<file path="src/verilog/sport_pkg.sv">
// Shared constants and types for the serial port control block.
// Assumes a single 50 MHz system clock and an 8-bit register port.
package sport_pkg;

    localparam int DATA_W = 8;
    localparam int ADDR_W = 3;
    localparam int EV_W   = 3;

    localparam logic [ADDR_W-1:0] OFS_MODE     = 3'h0;
    localparam logic [ADDR_W-1:0] OFS_BITRATE  = 3'h1;
    localparam logic [ADDR_W-1:0] OFS_CONTROL  = 3'h2;
    localparam logic [ADDR_W-1:0] OFS_TXDATA   = 3'h3;
    localparam logic [ADDR_W-1:0] OFS_STATUS   = 3'h4;
    localparam logic [ADDR_W-1:0] OFS_RXDATA   = 3'h5;
    localparam logic [ADDR_W-1:0] OFS_IRQ_STAT = 3'h6;
    localparam logic [ADDR_W-1:0] OFS_IRQ_MASK = 3'h7;

    // Control register fields
    localparam int CTL_TX_IRQ_EN = 7;
    localparam int CTL_RX_IRQ_EN = 6;
    localparam int CTL_TX_EN     = 5;
    localparam int CTL_RX_EN     = 4;
    // Status register fields
    localparam int STS_TX_BUFFER_EMPTY = 7;
    localparam int STS_RX_BUFFER_FULL = 6;
    localparam int STS_OER  = 5;
    localparam int STS_FER  = 4;
    localparam int STS_PER  = 3;
    localparam int STS_TEND = 2;
    // Mode register clock-select field
    localparam int MODE_CKS_LO = 0;
    localparam int MODE_CKS_HI = 1;

    localparam logic [DATA_W-1:0] MODE_RESET    = 8'h00;
    localparam logic [DATA_W-1:0] BITRATE_RESET = 8'hff;
    localparam logic [DATA_W-1:0] CONTROL_RESET = 8'h00;
    localparam logic [DATA_W-1:0] DATA_RESET    = 8'h00;

    // Event bits of the interrupt status register
    localparam int EV_TX  = 0;
    localparam int EV_RX  = 1;
    localparam int EV_ERR = 2;

    localparam int          PRESCALE_W = 6;
    localparam logic [3:0]  DIV16_LAST = 4'hf;
    localparam logic [5:0]  DIV64_LAST = 6'h3f;

    typedef enum logic [1:0] {
        CKS_SYS,
        CKS_SUB,
        CKS_DIV16,
        CKS_DIV64
    } clk_sel_e;

    typedef struct packed {
        logic [DATA_W-1:0] data;
        logic              framing_err;
        logic              parity_err;
    } rx_word_s;

    typedef struct packed {
        logic tx_buffer_empty;
        logic rx_buffer_full;
        logic overrun_error_flag;
        logic framing_error_flag;
        logic parity_error_flag;
    } flags_s;

endpackage : sport_pkg

</file>
<file path="src/verilog/serial_port_ctrl.sv">
// Control and status registers of the serial port, with interrupt requests.
// Assumes external shift engines and a synchronous 8-bit register port.
//
// Notes on behaviour
// Clock select picks sys, sub, /16, /64
// Subclock halved in active, whole in subactive
// Control register clears on reset and standby
// Transmit irq enable gates transmit-empty request
// Transmit request drops with flag or enable
// Receive irq enable gates receive and error
// Receive requests drop with flags or enable
// Transmit disabled holds buffer-empty flag at one
// Data write while enabled clears empty flag
// Software fixes transmit format before enabling
// Receive enable lets the receiver start
// Software fixes receive format before enabling
// Clearing receive enable keeps receive flags
// Empty flag sets when data moves to shifter
// Full flag sets on load, clears on read
// Requests are flag AND enable, every cycle
//
// The placing of the registers and strobed register access are this design's own decisions.
`timescale 1ns/1ps
module serial_port_ctrl
    import sport_pkg::*;
(
    input  wire logic              i_clk,
    input  wire logic              i_rst,
    input  wire logic [ADDR_W-1:0] i_addr,
    input  wire logic [DATA_W-1:0] i_wdata,
    input  wire logic              i_wr_stb,
    input  wire logic              i_rd_stb,
    input  wire logic              i_standby,
    input  wire logic              i_sub_tick,
    input  wire logic              i_sub_mode,
    input  wire logic              i_tsr_idle,
    input  wire logic              i_rx_done,
    input  wire rx_word_s          i_rx_word,
    output logic      [DATA_W-1:0] o_rdata,
    output logic      [DATA_W-1:0] o_mode,
    output logic      [DATA_W-1:0] o_bit_rate,
    output logic                   o_tx_enable,
    output logic                   o_rx_enable,
    output logic                   o_tx_load,
    output logic      [DATA_W-1:0] o_tx_data,
    output logic                   o_baud_tick,
    output logic                   o_tx_empty_irq,
    output logic                   o_rx_full_irq,
    output logic                   o_rx_error_irq,
    output logic                   o_irq
);

    logic [DATA_W-1:0] mode_q;
    logic [DATA_W-1:0] bitrate_q;
    logic [DATA_W-1:0] ctrl_q;
    logic [DATA_W-1:0] txd_q;
    logic [DATA_W-1:0] rxd_q;
    flags_s            flags_q;
    flags_s            flags_d;
    flags_s            seen_q;
    logic              tx_load_d;
    logic              rx_ok;
    logic              rx_ev;
    logic              tx_req_d;
    logic              rx_req_d;
    logic              err_req_d;
    logic [EV_W-1:0]   ev;
    logic [EV_W-1:0]   irq_stat;
    logic [EV_W-1:0]   irq_mask;
    logic [DATA_W-1:0] status_rd;
    logic [DATA_W-1:0] rdata_d;
    logic              wr_mode;
    logic              wr_ctrl;
    logic              wr_txd;
    logic              wr_sts;
    logic              rd_sts;
    logic              rd_rxd;
    logic              clr_all;

    assign wr_mode = i_wr_stb && (i_addr == OFS_MODE);
    assign wr_ctrl = i_wr_stb && (i_addr == OFS_CONTROL);
    assign wr_txd  = i_wr_stb && (i_addr == OFS_TXDATA);
    assign wr_sts  = i_wr_stb && (i_addr == OFS_STATUS);
    assign rd_sts  = i_rd_stb && (i_addr == OFS_STATUS);
    assign rd_rxd  = i_rd_stb && (i_addr == OFS_RXDATA);
    assign clr_all = i_rst || i_standby;

    // Mode and bit-rate registers
    always_ff @(posedge i_clk) begin
        if (clr_all) begin
            mode_q <= MODE_RESET;
        end else if (wr_mode) begin
            mode_q <= i_wdata;
        end
    end

    always_ff @(posedge i_clk) begin
        if (clr_all) begin
            bitrate_q <= BITRATE_RESET;
        end else if (i_wr_stb && (i_addr == OFS_BITRATE)) begin
            bitrate_q <= i_wdata;
        end
    end

    // Control register
    always_ff @(posedge i_clk) begin
        if (clr_all) begin
            ctrl_q <= CONTROL_RESET;
        end else if (wr_ctrl) begin
            ctrl_q <= i_wdata;
        end
    end

    always_ff @(posedge i_clk) begin
        if (i_rst) begin
            txd_q <= DATA_RESET;
        end else if (wr_txd) begin
            txd_q <= i_wdata;
        end
    end

    // Hand the pending byte to the shifter once it is idle
    assign tx_load_d = ctrl_q[CTL_TX_EN] && !flags_q.tx_buffer_empty && i_tsr_idle && !o_tx_load;

    always_ff @(posedge i_clk) begin
        if (clr_all) begin
            o_tx_load <= 1'b0;
            o_tx_data <= DATA_RESET;
        end else begin
            o_tx_load <= tx_load_d;
            if (tx_load_d) begin
                o_tx_data <= txd_q;
            end
        end
    end

    // Receive completion only counts while reception is enabled
    assign rx_ev = i_rx_done && ctrl_q[CTL_RX_EN];
    assign rx_ok = rx_ev && !i_rx_word.framing_err && !i_rx_word.parity_err
                   && !flags_q.rx_buffer_full;

    always_ff @(posedge i_clk) begin
        if (i_rst) begin
            rxd_q <= DATA_RESET;
        end else if (rx_ok) begin
            rxd_q <= i_rx_word.data;
        end
    end

    // Flags: hardware set wins over any clear in the same cycle
    always_comb begin
        flags_d = flags_q;
        if (wr_sts && seen_q.tx_buffer_empty && !i_wdata[STS_TX_BUFFER_EMPTY]) begin
            flags_d.tx_buffer_empty = 1'b0;
        end
        if (wr_txd && ctrl_q[CTL_TX_EN]) begin
            flags_d.tx_buffer_empty = 1'b0;
        end
        if (!ctrl_q[CTL_TX_EN] || tx_load_d) begin
            flags_d.tx_buffer_empty = 1'b1;
        end
        if ((wr_sts && seen_q.rx_buffer_full && !i_wdata[STS_RX_BUFFER_FULL]) || rd_rxd) begin
            flags_d.rx_buffer_full = 1'b0;
        end
        if (wr_sts && seen_q.overrun_error_flag && !i_wdata[STS_OER]) begin
            flags_d.overrun_error_flag = 1'b0;
        end
        if (wr_sts && seen_q.framing_error_flag && !i_wdata[STS_FER]) begin
            flags_d.framing_error_flag = 1'b0;
        end
        if (wr_sts && seen_q.parity_error_flag && !i_wdata[STS_PER]) begin
            flags_d.parity_error_flag = 1'b0;
        end
        if (rx_ok) begin
            flags_d.rx_buffer_full = 1'b1;
        end
        if (rx_ev && flags_q.rx_buffer_full) begin
            flags_d.overrun_error_flag = 1'b1;
        end
        if (rx_ev && i_rx_word.framing_err) begin
            flags_d.framing_error_flag = 1'b1;
        end
        if (rx_ev && i_rx_word.parity_err) begin
            flags_d.parity_error_flag = 1'b1;
        end
    end

    // Receive enable only gates the setting of the receive flags
    always_ff @(posedge i_clk) begin
        if (clr_all) begin
            flags_q <= '{tx_buffer_empty: 1'b1, default: 1'b0};
        end else begin
            flags_q <= flags_d;
        end
    end

    // A flag may be cleared by a status write only after it was read as one
    always_ff @(posedge i_clk) begin
        if (clr_all) begin
            seen_q <= '0;
        end else if (rd_sts) begin
            seen_q <= flags_q;
        end else if (wr_sts) begin
            seen_q <= '0;
        end
    end

    // Interrupt request levels
    assign tx_req_d  = ctrl_q[CTL_TX_IRQ_EN] && flags_q.tx_buffer_empty;
    assign rx_req_d  = ctrl_q[CTL_RX_IRQ_EN] && flags_q.rx_buffer_full;
    assign err_req_d = ctrl_q[CTL_RX_IRQ_EN] && (flags_q.overrun_error_flag
                       || flags_q.framing_error_flag || flags_q.parity_error_flag);

    always_ff @(posedge i_clk) begin
        if (clr_all) begin
            o_tx_empty_irq <= 1'b0;
            o_rx_full_irq  <= 1'b0;
            o_rx_error_irq <= 1'b0;
        end else begin
            o_tx_empty_irq <= tx_req_d;
            o_rx_full_irq  <= rx_req_d;
            o_rx_error_irq <= err_req_d;
        end
    end

    always_comb begin
        ev         = '0;
        ev[EV_TX]  = tx_req_d && !o_tx_empty_irq;
        ev[EV_RX]  = rx_req_d && !o_rx_full_irq;
        ev[EV_ERR] = err_req_d && !o_rx_error_irq;
    end

    irq_status #(
        .W (EV_W)
    ) u_irq (
        .i_clk       (i_clk),
        .i_rst       (i_rst),
        .i_event     (ev),
        .i_wr_status (i_wr_stb && (i_addr == OFS_IRQ_STAT)),
        .i_wr_mask   (i_wr_stb && (i_addr == OFS_IRQ_MASK)),
        .i_wdata     (i_wdata[EV_W-1:0]),
        .o_status    (irq_stat),
        .o_mask      (irq_mask),
        .o_irq       (o_irq)
    );

    baud_source_sel u_baud (
        .i_clk      (i_clk),
        .i_rst      (clr_all),
        .i_sel      (clk_sel_e'(mode_q[MODE_CKS_HI:MODE_CKS_LO])),
        .i_sub_tick (i_sub_tick),
        .i_sub_mode (i_sub_mode),
        .o_tick     (o_baud_tick)
    );

    // Read path
    always_comb begin
        status_rd           = '0;
        status_rd[STS_TX_BUFFER_EMPTY] = flags_q.tx_buffer_empty;
        status_rd[STS_RX_BUFFER_FULL] = flags_q.rx_buffer_full;
        status_rd[STS_OER]  = flags_q.overrun_error_flag;
        status_rd[STS_FER]  = flags_q.framing_error_flag;
        status_rd[STS_PER]  = flags_q.parity_error_flag;
        status_rd[STS_TEND] = flags_q.tx_buffer_empty && i_tsr_idle;
    end

    always_comb begin
        rdata_d = '0;
        if (i_rd_stb) begin
            case (i_addr)
                OFS_MODE:     rdata_d = mode_q;
                OFS_BITRATE:  rdata_d = bitrate_q;
                OFS_CONTROL:  rdata_d = ctrl_q;
                OFS_TXDATA:   rdata_d = txd_q;
                OFS_STATUS:   rdata_d = status_rd;
                OFS_RXDATA:   rdata_d = rxd_q;
                OFS_IRQ_STAT: rdata_d = {{(DATA_W-EV_W){1'b0}}, irq_stat};
                OFS_IRQ_MASK: rdata_d = {{(DATA_W-EV_W){1'b0}}, irq_mask};
                default:      rdata_d = '0;
            endcase
        end
    end

    always_ff @(posedge i_clk) begin
        if (i_rst) begin
            o_rdata <= '0;
        end else begin
            o_rdata <= rdata_d;
        end
    end

    assign o_mode      = mode_q;
    assign o_bit_rate  = bitrate_q;
    assign o_tx_enable = ctrl_q[CTL_TX_EN];
    assign o_rx_enable = ctrl_q[CTL_RX_EN];
endmodule : serial_port_ctrl

</file>
<file path="src/verilog/baud_source_sel.sv">
// Baud generator source selection: system clock, subclock, /16 or /64.
// Assumes i_sub_tick is a one-cycle pulse per subclock period.
`timescale 1ns/1ps
module baud_source_sel
    import sport_pkg::*;
(
    input  wire logic     i_clk,
    input  wire logic     i_rst,
    input  wire clk_sel_e i_sel,
    input  wire logic     i_sub_tick,
    input  wire logic     i_sub_mode,
    output logic          o_tick
);

    logic [PRESCALE_W-1:0] cnt_q;
    logic                  sub_half_q;
    logic                  tick_d;

    always_ff @(posedge i_clk) begin
        if (i_rst) begin
            cnt_q <= '0;
        end else begin
            cnt_q <= cnt_q + 1'b1;
        end
    end

    always_ff @(posedge i_clk) begin
        if (i_rst) begin
            sub_half_q <= 1'b0;
        end else if (i_sub_tick) begin
            sub_half_q <= ~sub_half_q;
        end
    end

    always_comb begin
        case (i_sel)
            CKS_SYS:   tick_d = 1'b1;
            CKS_SUB:   tick_d = i_sub_tick & (i_sub_mode | sub_half_q);
            CKS_DIV16: tick_d = (cnt_q[3:0] == DIV16_LAST);
            CKS_DIV64: tick_d = (cnt_q == DIV64_LAST);
            default:   tick_d = 1'b0;
        endcase
    end

    always_ff @(posedge i_clk) begin
        if (i_rst) begin
            o_tick <= 1'b0;
        end else begin
            o_tick <= tick_d;
        end
    end
endmodule : baud_source_sel

</file>
<file path="src/verilog/irq_status.sv">
// Sticky event status with write-one-to-clear, mask and one level output.
// Assumes events are one-cycle pulses; a set wins over a clear.
`timescale 1ns/1ps
module irq_status #(
    parameter int W = 3
) (
    input  wire logic         i_clk,
    input  wire logic         i_rst,
    input  wire logic [W-1:0] i_event,
    input  wire logic         i_wr_status,
    input  wire logic         i_wr_mask,
    input  wire logic [W-1:0] i_wdata,
    output logic      [W-1:0] o_status,
    output logic      [W-1:0] o_mask,
    output logic              o_irq
);

    always_ff @(posedge i_clk) begin
        if (i_rst) begin
            o_status <= '0;
        end else begin
            o_status <= i_event | (o_status & ~(i_wr_status ? i_wdata : '0));
        end
    end

    always_ff @(posedge i_clk) begin
        if (i_rst) begin
            o_mask <= '0;
        end else if (i_wr_mask) begin
            o_mask <= i_wdata;
        end
    end

    always_ff @(posedge i_clk) begin
        if (i_rst) begin
            o_irq <= 1'b0;
        end else begin
            o_irq <= |(o_status & o_mask);
        end
    end

endmodule : irq_status

</file>
<file path="config.mk">
export PLATFORM = sky130hd
export DESIGN_NAME = serial_port_ctrl
export DESIGN_NICKNAME = d
export VERILOG_FILES = /design/src/verilog/sport_pkg.sv /design/src/verilog/serial_port_ctrl.sv /design/src/verilog/baud_source_sel.sv /design/src/verilog/irq_status.sv
export SDC_FILE = /design/constraint.sdc
export NUM_CORES = 1
export LEC_CHECK = 0
export BUFFER_PORTS_ARGS = -buffer_cell sky130_fd_sc_hd__buf_2
export CELL_PAD_IN_SITES_DETAIL_PLACEMENT = 1
export CELL_PAD_IN_SITES_GLOBAL_PLACEMENT = 1
export CORE_MARGIN = 2
export CORE_UTILIZATION = 41
export DETAILED_ROUTE_END_ITERATION = 16
export PLACE_DENSITY = 0.78
export SKIP_CTS_REPAIR_TIMING = 1
export SYNTH_ARGS = -nofsm -noshare
export SYNTH_HDL_FRONTEND = slang
export SYNTH_SLANG_ARGS = --single-unit
</file>
<file path="constraint.sdc">
create_clock -name i_clk -period 2.1 [get_ports i_clk]
set_clock_uncertainty 0.1 [all_clocks]
set_input_delay 0.42 -clock i_clk [delete_from_list [all_inputs] [get_ports i_clk]]
set_output_delay 0.42 -clock i_clk [all_outputs]
set_load 0.01 [all_outputs]
</file>
==> impl_metrics.yaml <==
status:
  outcome: "finished clean"
global_routing:
  grt_pass1_vias: 3529
  track_usage_pct: 24.1
  grt_pass1_wl_mm: 18.3
  grt_overflow: 0
  grt_max_degree: 32
  antenna_found_initial: 0
min_path:
  hold_end: "rxd_q[3]$_SDFFE_PP0P_"
  holdPathStages: 3
  hold_class: "in -> reg"
  hp-start: "i_rx_word[5]"
sta:
  tightest_slew_ns: 0.531
  max_slew_margin_pct: 64.5
  timing.fmax_mhz: 587
  hold_viol: 0
  fin_crit_sh_pct: 81.1
  finalSetupViolations: 0
  min_period_ns: 1.70
  finalSetupTns_ns: 0
  slew_violations: 0
  setup_ws_ns: 0.397
  rsz0062_at_grt: "no"
finish:
  syn_to_final_growth_pct: 17.8
  fillerInstances: 1063
  final_common_cell: "dfxtp_1"
  layout_common_cells: "85 x dfxtp_1, 69 x buf_2, 49 x nand2_1"
  multi_input_area_sq_mm: 0.00178
  seq_area_sq_mm: 0.00170
  diodes: 0
  nets: 503
  layout-drive-gt1-share_pct: 23.3
floorplan:
  ioPinCount: 70
  placeableCoreArea_sq_mm: 0.00868
  initial_core_util_pct: 42.2
  std_cell_rows: 34
  dieWidth_um: 98.5
  die_h_um: 98.5
  die_area_sq_mm: 0.00970
yosys:
  syn-num-nets: 435
  postSynthAreaPerCell_sq_um: 9.06
  async_flop_share_pct: 0
  synth-seq-cells: 85
  synth_warnings: 0
  ys_seq_area_share_pct: 46.5
  synthDistinctLibCells: 58
  synth_edf_count: 0
  dominantRegCellSynth: "dfxtp_1"
  synthesis.instances: 404
  syn_area_sq_mm: 0.00366
worst_setup_path:
  r2r_end: "o_tx_data[3]$_SDFFE_PP0P_"
  critPathRequiredTime_ns: 2.30
  rr_worst_depth: 3
  path_max_fanout: 9
  critPathLaunchType: "flop"
  r2r_slack_ns: 0.40
  cp.arrival_ns: 1.90
  critPathKind: "reg -> reg"
  endpoint_kind: "flop"
  r2r-start: "flags_q[4]$_SDFFE_PP1P_"
route:
  wirelength_mm: 11.3
  drc: 0
  first_pass_iters: 4
  first_iter_violations: 124
  ant_nets: 0
  routedWlPerCell_um: 19.4
  num_vias: 3360
  viasPerCell: 5.74
clock_network:
  htree_levels: 3
  cts-root-buf: "clkbuf_8"
  clkSlewWorstSetupHoldPaths_ns: 0.08
  clk_latency_ns: 0.35
  cts_inserted_buffers: 9
  tritoncts: "done"
  clock_path_buffers: 2
  clock_sinks: 85
placed_design:
  port_buffers: 69
  gp_congestion: 0.889
  place_hpwl_mm: 8.40
  preCtsSetupSlack_ns: 0.152
power:
  leakagePower_nw: 1.68
  cellPowerDensity_mw_per_mm2: 679
  peakVddDrop_mv: 0.311
flow_run:
  drv_cap: 0
==> per-stage QoR <==
stage                     hold WS (ns)  std cells  area [sq um]  util (%)  power, mW
final                            0.212        585          4310      49.7       2.93
after global routing             0.220        585          4310      49.7       3.04
after CTS                        0.202        585          4310      49.7       2.94
after detailed placement         0.351        569          4150      47.8       1.95
after global placement           0.349        569          4150      47.8       1.94
after floorplan                  0.330        404          3660         -       1.84
==> flip-flops by register name, summed over array words and instances, names as in the netlist, 5 cells and up <==
register / count
ctrl_q: 8
o_bit_rate: 8
o_mode: 8
o_rdata: 8
o_tx_data: 8
rxd_q: 8
txd_q: 8
u_baud.cnt_q: 6
flags_q: 5
seen_q: 5
==> worst max-delay path: stages (launching register included) <==
cell     delay [ns]
dfxtp_1        0.40
nor3b_1        0.51
and3_1         0.44
a22o_1         0.20
==> final cells by class <==
cell class | count | share of cell area [%]
Clock buffer | 12 | 3.13
Clock inverter | 4 | 0.581
Inverter | 10 | 0.871
Multi-Input combinational cell | 279 | 41.4
Sequential cell | 85 | 39.5
Tap cell | 108 | 3.13
Timing Repair Buffer | 87 | 11.4
==> worst max-delay path by stage <==
| stage | start | to | slack (ns) | depth (start not counted) |
|---|---|---|---|---|
| final | flags_q[4]$_SDFFE_PP1P_ | o_tx_data[3]$_SDFFE_PP0P_ | 0.40 | 3 |
| after global routing | flags_q[4]$_SDFFE_PP1P_ | o_tx_data[3]$_SDFFE_PP0P_ | 0.29 | 3 |
| after CTS | flags_q[4]$_SDFFE_PP1P_ | o_tx_data[2]$_SDFFE_PP0P_ | 0.38 | 3 |
| after detailed placement | i_addr[0] | seen_q[3]$_SDFFE_PP0P_ | 0.15 | 5 |
| after global placement | i_addr[0] | seen_q[4]$_SDFFE_PP0P_ | 0.23 | 5 |
| after floorplan | i_addr[0] | flags_q[4]$_SDFFE_PP1P_ | 0.48 | 4 |
==> Yosys cell counts (2+ instances only) <==
cell / n / area share (%)
buf_4: 2 / 0.41
mux2i_1: 23 / 6.3
xor2_1: 2 / 0.48
a211o_1: 3 / 0.72
o211a_1: 2 / 0.55
nor3b_1: 4 / 0.82
a21oi_1: 43 / 5.9
or3_1: 3 / 0.51
o22ai_1: 2 / 0.34
dfxtp_1: 85 / 46
nand3_1: 19 / 2.6
a221oi_1: 2 / 0.48
o21ai_0: 27 / 3.7
a41oi_1: 2 / 0.48
nor4bb_1: 4 / 1.1
buf_6: 2 / 0.62
and3_1: 5 / 0.85
nand2b_1: 8 / 1.4
o221ai_1: 5 / 1.2
nand3b_1: 6 / 1.2
mux2_2: 2 / 0.62
nor2_1: 21 / 2.2
a22o_1: 8 / 1.9
nand2_1: 49 / 5.0
a21o_1: 3 / 0.62
nor2b_1: 4 / 0.68
inv_1: 9 / 0.92
a311oi_1: 2 / 0.48
xnor2_1: 2 / 0.48
o21a_1: 3 / 0.62
clkbuf_1: 13 / 1.3
buf_2: 12 / 1.6
and4_1: 2 / 0.48
==> kinds of logic after synthesis <==
| logic type | after synthesis | synth area share (%) |
|---|---|---|
| adders and majority gates | 1 | 0.342 |
| AOI/OAI and AO/OA | 109 | 18.5 |
| muxes | 25 | 6.91 |
| and+or+nand+nor | 140 | 21.6 |
| DFF | 85 | 46.5 |
| xor gates and xnor gates | 4 | 0.957 |
| buffers and inverters | 40 | 5.13 |
==> where the power goes <==
part | internal [mW] | switching (mW) | total (mW) | leakage, nW
logic | 0.106 | 0.165 | 0.272 | 0.920
clock network | 0.428 | 0.586 | 1.01 | 0.0764
registers | 1.63 | 0.0134 | 1.64 | 0.687
==> layer usage <==
metal / part of all wire [%] / wire [um] / global-route usage [%] / vias to the layer above
li1: - / - / - / 1576
met1: 44 / 4990 / 29.5 / 1669
met2: 49 / 5560 / 41.3 / 84
met3: 3.0 / 337 / 3.19 / 31
met4: 4.0 / 459 / 12.9 / 0
met5: 0 / 0 / 0 / -
Power figures use the tool's default switching activity.
